### src/logic/psbp_consts.svh
`ifndef PSBP_CONSTS_SVH
`define PSBP_CONSTS_SVH
// Operation
// Slave mode select turns the 8-bit data port into a host port.
// In slave mode control pins are read strobe, write strobe, select.
// One data address: writes fill outbound latch, reads give inbound.
// In slave mode the data direction register is ignored.
// Host write starts when select and write strobe are both low.
// Write end sets inbound full and done flags on phase four.
// Inbound full clears only when firmware reads the data latch; the code also clears it whenever slave mode is off.
// A host write completing while inbound full sets the overrun flag.
// Host read start clears outbound full and drives the outbound latch.
// Read end sets the done flag on phase four after phase two.
// Outbound full stays clear until firmware writes the data latch.
// Outside slave mode both full flags clear; overrun persists.
// Done flag is sticky until cleared; its enable gates the request.
// Select high means not selected; strobes are then ignored.
// Firmware write to the data latch in slave mode sets outbound full.
// Data pins are driven only while select and read strobe are low; outside slave mode the code drives them from the direction register.

// register indices; byte address is four times the index
`define PSBP_IDX_DATA 8'h08
`define PSBP_IDX_PINS 8'h09
`define PSBP_IDX_FLAG 8'h0C
`define PSBP_IDX_DDIR 8'h88
`define PSBP_IDX_STAT 8'h89
`define PSBP_IDX_MASK 8'h8C

// status, flag and mask fields
`define PSBP_STAT_INFULL 7
`define PSBP_STAT_OUTFULL 6
`define PSBP_STAT_OVRUN 5
`define PSBP_STAT_MODE 4
`define PSBP_FLAG_DONE 7
`define PSBP_MASK_DONE 7

// reset values
`define PSBP_STAT_RST 8'h07
`define PSBP_DDIR_RST 8'hFF
`define PSBP_FLAG_RST 8'h00
`define PSBP_MASK_RST 8'h00
`define PSBP_CTL_DIR_RST 3'h7

// instruction phases, one clock each
`define PSBP_PHASE_RST 2'h0
`define PSBP_PHASE_TWO 2'h1
`define PSBP_PHASE_FOUR 2'h3
`endif

### src/logic/psbp_pkg.sv
package psbp_pkg;
  typedef enum logic [1:0] {
    psbp_idle,
    psbp_wait_two,
    psbp_wait_four
  } psbp_done_type;
endpackage : psbp_pkg

### src/logic/psbp_port.sv
// Local design decision: the APB register port.
`timescale 1ns/1ps
`include "psbp_consts.svh"
module psbp_port #(
  parameter int ADDR_W = 12,
  parameter int DATA_W = 8
) (
  input wire logic clk,
  input wire logic rst_n,
  input wire logic psel,
  input wire logic penable,
  input wire logic pwrite,
  input wire logic [ADDR_W-1:0] paddr,
  input wire logic [31:0] pwdata,
  output logic pready,
  output logic [31:0] prdata,
  output logic pslverr,
  output logic irq,
  input wire logic [DATA_W-1:0] data_in,
  output logic [DATA_W-1:0] data_out,
  output logic [DATA_W-1:0] data_oe_n,
  input wire logic [2:0] ctl_in,
  output logic [2:0] ctl_out,
  output logic [2:0] ctl_oe_n
);

  // ---------------------------------------------------------------
  // elaboration checks
  // ---------------------------------------------------------------
  generate
    if (DATA_W != 8) begin : g_bad_width
      $error("data width must be 8");
    end
    if (ADDR_W < 10) begin : g_bad_addr
      $error("address width must be at least 10");
    end
  endgenerate

  // ---------------------------------------------------------------
  // address decode
  // ---------------------------------------------------------------
  function automatic logic psbp_hit(
    input logic [ADDR_W-1:0] addr,
    input logic [7:0] idx
  );
    logic [ADDR_W-1:0] byte_addr;
    byte_addr = ADDR_W'({idx, 2'b00});
    psbp_hit = (addr == byte_addr);
  endfunction : psbp_hit

  wire hit_data = psbp_hit(paddr, `PSBP_IDX_DATA);
  wire hit_pins = psbp_hit(paddr, `PSBP_IDX_PINS);
  wire hit_flag = psbp_hit(paddr, `PSBP_IDX_FLAG);
  wire hit_ddir = psbp_hit(paddr, `PSBP_IDX_DDIR);
  wire hit_stat = psbp_hit(paddr, `PSBP_IDX_STAT);
  wire hit_mask = psbp_hit(paddr, `PSBP_IDX_MASK);
  wire mapped = hit_data | hit_pins | hit_flag |
                hit_ddir | hit_stat | hit_mask;

  wire setup = psel & ~penable;
  wire access = psel & penable;
  wire wr_en = access & pwrite & mapped;
  wire rd_setup = setup & ~pwrite;
  wire rd_access = access & ~pwrite;

  wire wr_data = wr_en & hit_data;
  wire wr_pins = wr_en & hit_pins;
  wire wr_ddir = wr_en & hit_ddir;
  wire wr_stat = wr_en & hit_stat;
  wire wr_mask = wr_en & hit_mask;

  // ---------------------------------------------------------------
  // state
  // ---------------------------------------------------------------
  logic [1:0] phase;
  logic [2:0] ctl_s1;
  logic [2:0] ctl_s2;
  logic [DATA_W-1:0] din_s1;
  logic [DATA_W-1:0] din_s2;
  logic wr_prev;
  logic rd_prev;
  logic [DATA_W-1:0] in_latch;
  logic [DATA_W-1:0] out_latch;
  logic [DATA_W-1:0] data_dir;
  logic [2:0] pin_latch;
  logic [2:0] ctl_dir;
  logic slave_mode_select;
  logic inbound_full_flag;
  logic outbound_full_flag;
  logic inbound_overrun_flag;
  logic transfer_done_flag;
  logic transfer_done_enable;
  psbp_pkg::psbp_done_type done_state;
  psbp_pkg::psbp_done_type next_done_state;
  logic done_is_write;
  logic next_done_is_write;
  logic [31:0] rd_hold;
  logic cap_full_clr;
  logic cap_done_clr;

  // ---------------------------------------------------------------
  // host strobes
  // ---------------------------------------------------------------
  wire read_strobe_pin = ctl_s2[0];
  wire write_strobe_pin = ctl_s2[1];
  wire select_pin = ctl_s2[2];

  // select high masks both strobes
  wire host_sel = slave_mode_select & ~select_pin;
  wire wr_act = host_sel & ~write_strobe_pin;
  wire rd_act = host_sel & ~read_strobe_pin;
  wire wr_end = wr_prev & ~wr_act;
  wire rd_end = rd_prev & ~rd_act;
  wire rd_start = rd_act & ~rd_prev;
  wire any_end = wr_end | rd_end;

  wire is_phase_two = (phase == `PSBP_PHASE_TWO);
  wire is_phase_four = (phase == `PSBP_PHASE_FOUR);
  wire done_set = (done_state == psbp_pkg::psbp_wait_four) & is_phase_four;
  wire wr_done = done_set & done_is_write;

  // ---------------------------------------------------------------
  // completion timing
  // ---------------------------------------------------------------
  // a new end while pending restarts the wait and keeps a write kind
  always_comb begin
    next_done_state = done_state;
    next_done_is_write = done_is_write;
    case (done_state)
      psbp_pkg::psbp_idle: begin
        next_done_is_write = 1'b0;
      end
      psbp_pkg::psbp_wait_two: begin
        if (is_phase_two) begin
          next_done_state = psbp_pkg::psbp_wait_four;
        end
      end
      psbp_pkg::psbp_wait_four: begin
        if (is_phase_four) begin
          next_done_state = psbp_pkg::psbp_idle;
          next_done_is_write = 1'b0;
        end
      end
      default: begin
        next_done_state = psbp_pkg::psbp_idle;
        next_done_is_write = 1'b0;
      end
    endcase
    if (any_end) begin
      next_done_state = psbp_pkg::psbp_wait_two;
      if (done_state == psbp_pkg::psbp_idle || done_set) begin
        next_done_is_write = wr_end;
      end else begin
        next_done_is_write = done_is_write | wr_end;
      end
    end
  end

  always_ff @(posedge clk or negedge rst_n) begin
    if (!rst_n) begin
      done_state <= psbp_pkg::psbp_idle;
      done_is_write <= 1'b0;
    end else begin
      done_state <= next_done_state;
      done_is_write <= next_done_is_write;
    end
  end

  // ---------------------------------------------------------------
  // phase counter and synchronisers
  // ---------------------------------------------------------------
  always_ff @(posedge clk or negedge rst_n) begin
    if (!rst_n) begin
      phase <= `PSBP_PHASE_RST;
    end else begin
      phase <= phase + 2'h1;
    end
  end

  always_ff @(posedge clk or negedge rst_n) begin
    if (!rst_n) begin
      ctl_s1 <= 3'h7;
      ctl_s2 <= 3'h7;
      din_s1 <= '0;
      din_s2 <= '0;
    end else begin
      ctl_s1 <= ctl_in;
      ctl_s2 <= ctl_s1;
      din_s1 <= data_in;
      din_s2 <= din_s1;
    end
  end

  always_ff @(posedge clk or negedge rst_n) begin
    if (!rst_n) begin
      wr_prev <= 1'b0;
      rd_prev <= 1'b0;
    end else begin
      wr_prev <= wr_act;
      rd_prev <= rd_act;
    end
  end

  // ---------------------------------------------------------------
  // data latches
  // ---------------------------------------------------------------
  // inbound latch keeps the last byte seen while the write is active
  always_ff @(posedge clk or negedge rst_n) begin
    if (!rst_n) begin
      in_latch <= '0;
    end else if (wr_act) begin
      in_latch <= din_s2;
    end
  end

  always_ff @(posedge clk or negedge rst_n) begin
    if (!rst_n) begin
      out_latch <= '0;
    end else if (wr_data) begin
      out_latch <= pwdata[DATA_W-1:0];
    end
  end

  // ---------------------------------------------------------------
  // configuration registers
  // ---------------------------------------------------------------
  always_ff @(posedge clk or negedge rst_n) begin
    if (!rst_n) begin
      data_dir <= `PSBP_DDIR_RST;
      pin_latch <= 3'h0;
      ctl_dir <= `PSBP_CTL_DIR_RST;
      slave_mode_select <= 1'b0;
      transfer_done_enable <= 1'b0;
    end else begin
      if (wr_ddir) begin
        data_dir <= pwdata[DATA_W-1:0];
      end
      if (wr_pins) begin
        pin_latch <= pwdata[2:0];
      end
      if (wr_stat) begin
        ctl_dir <= pwdata[2:0];
        slave_mode_select <= pwdata[`PSBP_STAT_MODE];
      end
      if (wr_mask) begin
        transfer_done_enable <= pwdata[`PSBP_MASK_DONE];
      end
    end
  end

  // ---------------------------------------------------------------
  // status flags
  // ---------------------------------------------------------------
  // read clears take effect at the access edge, only for what was shown
  wire full_clr = rd_access & hit_data & cap_full_clr;
  wire done_clr = rd_access & hit_flag & cap_done_clr;
  wire ovrun_clr = wr_stat & ~pwdata[`PSBP_STAT_OVRUN];

  always_ff @(posedge clk or negedge rst_n) begin
    if (!rst_n) begin
      inbound_full_flag <= 1'b0;
    end else if (!slave_mode_select) begin
      inbound_full_flag <= 1'b0;
    end else if (wr_done) begin
      inbound_full_flag <= 1'b1;
    end else if (full_clr) begin
      inbound_full_flag <= 1'b0;
    end
  end

  always_ff @(posedge clk or negedge rst_n) begin
    if (!rst_n) begin
      inbound_overrun_flag <= 1'b0;
    end else if (wr_done & inbound_full_flag) begin
      inbound_overrun_flag <= 1'b1;
    end else if (ovrun_clr) begin
      inbound_overrun_flag <= 1'b0;
    end
  end

  always_ff @(posedge clk or negedge rst_n) begin
    if (!rst_n) begin
      outbound_full_flag <= 1'b0;
    end else if (!slave_mode_select) begin
      outbound_full_flag <= 1'b0;
    end else if (wr_data) begin
      outbound_full_flag <= 1'b1;
    end else if (rd_start) begin
      outbound_full_flag <= 1'b0;
    end
  end

  always_ff @(posedge clk or negedge rst_n) begin
    if (!rst_n) begin
      transfer_done_flag <= 1'b0;
    end else if (done_set) begin
      transfer_done_flag <= 1'b1;
    end else if (done_clr) begin
      transfer_done_flag <= 1'b0;
    end
  end

  // ---------------------------------------------------------------
  // read path
  // ---------------------------------------------------------------
  wire [7:0] stat_val = {inbound_full_flag, outbound_full_flag,
                         inbound_overrun_flag, slave_mode_select,
                         1'b0, ctl_dir};
  wire [7:0] flag_val = {transfer_done_flag, 7'h00};
  wire [7:0] mask_val = {transfer_done_enable, 7'h00};
  wire [7:0] data_val = slave_mode_select ? in_latch : din_s2;

  wire [7:0] rd_sel =
    hit_data ? data_val :
    hit_pins ? {5'h00, ctl_s2} :
    hit_flag ? flag_val :
    hit_ddir ? data_dir :
    hit_stat ? stat_val :
    hit_mask ? mask_val : 8'h00;

  // read data is sampled in the setup cycle
  always_ff @(posedge clk or negedge rst_n) begin
    if (!rst_n) begin
      rd_hold <= 32'h0000_0000;
      cap_full_clr <= 1'b0;
      cap_done_clr <= 1'b0;
    end else if (rd_setup) begin
      rd_hold <= {24'h00_0000, rd_sel};
      cap_full_clr <= hit_data;
      cap_done_clr <= transfer_done_flag;
    end
  end

  assign pready = 1'b1;
  assign prdata = rd_hold;
  assign pslverr = access & ~mapped;

  // ---------------------------------------------------------------
  // interrupt and pins
  // ---------------------------------------------------------------
  assign irq = transfer_done_flag & transfer_done_enable;

  assign data_out = out_latch;
  // direction register only counts outside slave mode
  assign data_oe_n = slave_mode_select ? ~{DATA_W{rd_act}} :
                     data_dir;
  assign ctl_out = pin_latch;
  assign ctl_oe_n = slave_mode_select ? 3'h7 : ctl_dir;

endmodule : psbp_port

### config.mk
export PLATFORM = sky130hd
export DESIGN_NAME = psbp_port
export DESIGN_NICKNAME = d
export VERILOG_FILES = /design/src/logic/psbp_pkg.sv /design/src/logic/psbp_port.sv
export VERILOG_INCLUDE_DIRS = /design/src /design/src/logic
export SDC_FILE = /design/constraint.sdc
export NUM_CORES = 1
export LEC_CHECK = 0
export BUFFER_PORTS_ARGS = -buffer_cell sky130_fd_sc_hd__buf_2
export CAP_MARGIN = 30
export CORE_UTILIZATION = 45
export CTS_CLUSTER_DIAMETER = 60
export DETAILED_ROUTE_END_ITERATION = 10
export PLACE_DENSITY = 0.76
export SETUP_SLACK_MARGIN = 0.4
export SYNTH_ARGS = -nofsm -noshare
export SYNTH_HDL_FRONTEND = slang
export SYNTH_SLANG_ARGS = --single-unit
### constraint.sdc
create_clock -name clk -period 1.45 [get_ports clk]
set_input_delay 0.2175 -clock clk [delete_from_list [all_inputs] [get_ports clk]]
set_output_delay 0.2175 -clock clk [all_outputs]
set_load 0.005 [all_outputs]
## After elaboration in Yosys (flattened, before gate mapping)

Cells that the tools add are included.

| word-level totals | value |
|---|---|
| register bits after elaboration | 75 |
| bits in latches | 0 |
| RAM bits | 0 |
| ROM bits | 0 |
| bits of input ports | 60 |
| logic and storage cells | 118 |
| memories | 0 |

| cells by class | value |
|---|---|
| add/sub/neg operators | 1 |
| multiply operators | 0 |
| div/mod/pow operators | 0 |
| $lt $le $gt $ge | 0 |
| equal/unequal tests | 16 |
| shifts and indexed selects | 0 |
| muxes and demuxes | 27 |
| bitwise logic cells | 45 |
| reduce and logical (&&, ||, !) cells | 6 |

Operators by type and width:

| kind | count |
|---|---|
| 8-bit two-way mux | 8 |
| 12-bit by 10-bit equality test with 1-bit output (second input constant) | 3 |
| 12-bit by 6-bit equality test with 1-bit output (second input constant) | 3 |
| 1-bit bitwise AND | 27 |
| 1-bit two-way mux | 13 |
| 1-bit inverter | 10 |
| 8-bit inverter | 1 |
| 1-bit OR | 7 |
| 2-bit two-way mux | 3 |
| 3-bit inequality test (second input constant) | 2 |
| 2-bit one-hot mux with 3 select lines | 1 |
| 2-bit by 1-bit equality test with 1-bit output (second input constant) | 2 |
| 2-bit equality test (second input constant) | 2 |
| 2-bit inequality test (second input constant) | 2 |
| 2-bit nonzero test | 2 |
| 3-bit two-way mux | 1 |
| 3-bit by 1-bit inequality test with 1-bit output (second input constant) | 1 |
| 3-bit by 2-bit inequality test with 1-bit output (second input constant) | 1 |
| 3-bit AND reduction | 1 |
| 2-bit by 1-bit adder with 2-bit output (second input constant) | 1 |
| 2-bit logical NOT | 1 |
| 1-bit one-hot mux with 2 select lines | 1 |
| 2-bit AND reduction | 1 |
| 1-bit logical OR | 1 |

## Logic depth before layout (Yosys ltp)

| logic depth | value |
|---|---|
| depth in word-level cells | 11 |
| depth in mapped cells | 6 |
| mapped depth without buffers | 5 |

## Worst setup path after synthesis

Ideal clock, no wire load.

| timing | value |
|---|---|
| path type | flip-flop to flip-flop |
| from | reg slave_mode_select |
| to | reg rd_hold[0] (netlist: prdata[0]) |
| setup time | 122 ps |
| arrival | 1457 ps |
| path slack | -129 ps |
| cell stages (with the launch flop) | 5 |
| buffers on the path | 1 |
| clock period less this slack | 1579 ps |
| cells stage by stage | dfrtp_1 > buf_6 > mux2_1 > mux4_2 > a32o_1 |

| between the ends | value |
|---|---|
| cells in the longest elaborated chain, start to end | 2 |

RTL lines:

| element | RTL line | text |
|---|---|---|
| start: declaration | psbp_port.sv:87 | `logic slave_mode_select;` |
| start signal: assignment | psbp_port.sv:243 | `` slave_mode_select <= pwdata[`PSBP_STAT_MODE]; `` |
| 8-bit two-way mux | psbp_port.sv:311 | `wire [7:0] data_val = slave_mode_select ? in_latch : din_s2;` |
| 8-bit two-way mux | psbp_port.sv:314 | `hit_data ? data_val :` |
| end signal: assignment | psbp_port.sv:328 | `rd_hold <= {24'h00_0000, rd_sel};` |
| end: declaration | psbp_port.sv:97 | `logic [31:0] rd_hold;` |

Every way passes these cells.
A chain may end at the register's enable or synchronous reset.

## Worst setup path after layout

| timing | value |
|---|---|
| from | reg ctl_s2[2] |
| to | out data_oe_n[0] |

| between the ends | value |
|---|---|
| cells in the longest elaborated chain, start to end | 5 |

RTL lines:

| element | RTL line | text |
|---|---|---|
| start: declaration | psbp_port.sv:77 | `logic [2:0] ctl_s2;` |
| start signal: assignment | psbp_port.sv:188 | `ctl_s2 <= ctl_s1;` |
| 1-bit inverter | psbp_port.sv:109 | `wire host_sel = slave_mode_select & ~select_pin;` |
| 1-bit bitwise AND | psbp_port.sv:109 |  |
| 1-bit bitwise AND | psbp_port.sv:111 | `wire rd_act = host_sel & ~read_strobe_pin;` |
| net rd_act | psbp_port.sv:111 |  |
| 8-bit inverter | psbp_port.sv:345 | `assign data_oe_n = slave_mode_select ? ~{DATA_W{rd_act}} :` |
| 8-bit two-way mux | psbp_port.sv:345 |  |
| end: declaration | psbp_port.sv:21 | `output logic [DATA_W-1:0] data_oe_n,` |

The timed path passes the listed nets, and every way through them passes these cells.

==> reports/summary.txt <==
Ports: 117
CTS H-tree lvls: 3
clock sinks: 75
Chip Height: 89.2 µm
most frequent cells in the layout: 62 x buf_2, 58 x dfrtp_1, 35 x mux2_4
Skew-Pair Late Insertion Delay: 0.35 ns
die area: 7950 µm²
Seq/Total Area, Yosys: 55.5%
pre-CTS setup slack: -0.254 ns
outcome: complete, but fails checks
Setup TNS Final: -2.38 ns
placer congestion estimate: 0.760
Placed Instance Area: 3920 µm²
drt pass-1 iters: 4
Mapped Cells: 279
post-layout instance area: 4760 µm²
top-area cell type share of the netlist area: 42.4%
Port Buffers: 67
Synth Register Bits: 75
post-DR wirelength/cell: 16.0 µm
share of layout cells above drive strength 1: 54.5%
Syn Area/Cell: 12.3 µm²
critical path launch point type: flop
crit path time final: 1.64 ns
CP Class: reg -> out
global-route wire length before repair: 12400 µm
# nets final: 460
Post-Route WL: 8000 µm
clock root buffer: clkbuf_8
most common cell after layout, fill and taps aside: buf_2
Netlist cell types: 46
PnR worst setup slack: -0.189 ns
site row count: 31
Vias: 2544
First DRT Iteration DRCs: 125
P&R area growth vs syn: 39.1%
Static Leak: 2.46 nW
Multi-input gate area: 1580 µm²
worst-case clock buffer depth: 2
Worst-path clk slew: 0.08 ns
initial antenna violation count: 0
largest net degree at the start of global routing: 76
n_diodes: 0
worst vdd ir: 0.876 mV
ANT nets after route: 0
GRT Overall Usage: 21.3%
post-route clock period utilization: 113%
crit path max fanout: 9
fill count: 537
failing checks: negative setup slack
core area: 7290 µm²
Final Skew: 0.0123 ns
register area: 1900 µm²
DP Wirelength: 4750 µm
Max-Cap Viols: 0
Final Hold Viols: 0
routed vias/inst: 5.08
yosys warns: 0
DRC violations left: 0
area leader, netlist: dfrtp_1
crit end category: primary output
CTS tree: done
worst hold path class: in -> reg
arrival time worst endpoint: 1.42 ns
Starting Density: 46.9%
total CTS buffers: 9
vias in the first global route: 2554
gr ovfl total: 0
Worst Path Required: 1.23 ns
fmax: 610 MHz
P per Cell Area: 848 nW/µm²
Die X: 89.2 µm
fin. max-slew vios: 0
largest cells by area after synthesis: dfrtp_1 42%, dfstp_2 13%, mux2_2 7.9%
RSZ-0062 raised after global routing: yes
Cell Area, Synth: 3420 µm²
Finish-stage setup viols: 17
## cell usage after synthesis, drive strengths merged
master,instances
clkbuf,5
nor2,18
or2,7
o211ai,1
a21boi,2
a21oi,3
nor2b,3
a32o,3
nor3,5
nand2,21
clkinv,1
nand4,1
buf,33
inv,9
nor3b,2
mux2,35
nor4b,1
a22oi,1
o31ai,1
mux2i,10
conb,2
o41ai,1
or3b,1
mux4,1
dfrtp,58
nand3b,3
or4,1
ha,2
dfstp,17
a32oi,1
nand2b,4
o31a,3
and2,2
nand3,4
and3,3
o22ai,1
o21ai,10
o221ai,3
## path summary, 6_finish.rpt
| path | from | endpoint | slack, ns | cells past startpoint |
|---|---|---|---|---|
| max in group asynchronous | rst_n | ctl_dir[0] | 0.66 | 3 |
| min in group asynchronous | rst_n | phase[1] | 0.44 | 3 |
| hold / removal | pwdata[5] | inbound_overrun_flag | 0.12 | 3 |
| setup reg to reg | slave_mode_select | done_is_write | -0.18 | 8 |
| setup / recovery | ctl_s2[2] | data_oe_n[0] | -0.19 | 5 |
| hold reg to reg | din_s1[7] | din_s2[7] | 0.35 | 0 |
## where the power goes
group,switching (mW),total (mW),internal [mW]
clock network,0.754,1.60,0.844
logic,0.154,0.285,0.130
registers,0.0162,2.15,2.14
## repair_timing
action,4_1_cts,5_1_grt
endpoints found under the hold margin,69,0
cloned,2,0
buffers inserted,15,7
endpoints found under the setup margin,80,81
pin swaps,13,10
gates resized for setup,67,15
hold buffers,12,0
## stage by stage
stage                     hold slack [ns]  total power [mW]  util (%)  std cells
after global placement              0.275              2.42      53.7        450
after detailed placement            0.279              2.42      53.7        450
after floorplan                   -0.0781              2.34         -        302
final                               0.116              4.04      65.2        501
after global routing                0.114              4.19      65.2        501
after CTS                           0.105              4.06      63.8        494
## kinds of logic after synthesis
family / synth area share, %
other: 0.220
flip-flops: 55.5
AO/OA/AOI/OAI: 6.11
adder cells (fa/ha/maj): 0.732
AND/OR/NAND/NOR: 12.0
buffers and inverters: 9.40
multiplexers: 16.0
## area by class of cell
type,count,share of cell area [%]
repair buffers,122,19.3
flip-flops and latches,75,39.9
clock buffers,12,3.05
clock inverters,3,1.00
multi-input cells,180,33.1
inverters,10,0.947
well taps,99,2.60
## critical path, stage by stage (launching register included)
cell and delay [ns]:
dfstp_2 0.53, nand2b_4 0.11, or2_4 0.15, inv_8 0.05, nor2_2 0.10, buf_2 0.13
## flip-flops by register name, summed over array words and instances (netlist names), 2 cells and up
signal / cells
data_dir: 8
data_out: 8
din_s1: 8
din_s2: 8
in_latch: 8
prdata: 8
ctl_dir: 3
ctl_out: 3
ctl_s1: 3
ctl_s2: 3
done_state: 2
phase: 2
## routing by layer
metal / up-vias / routed length (µm) / track usage (%)
met5: - / 0 / 0
met4: 0 / 127 / 8.95
li1: 1144 / - / -
met3: 13 / 344 / 4.80
met1: 1304 / 3390 / 26.5
met2: 83 / 4140 / 36.0
Note: power is estimated with default switching activity, not from simulation.
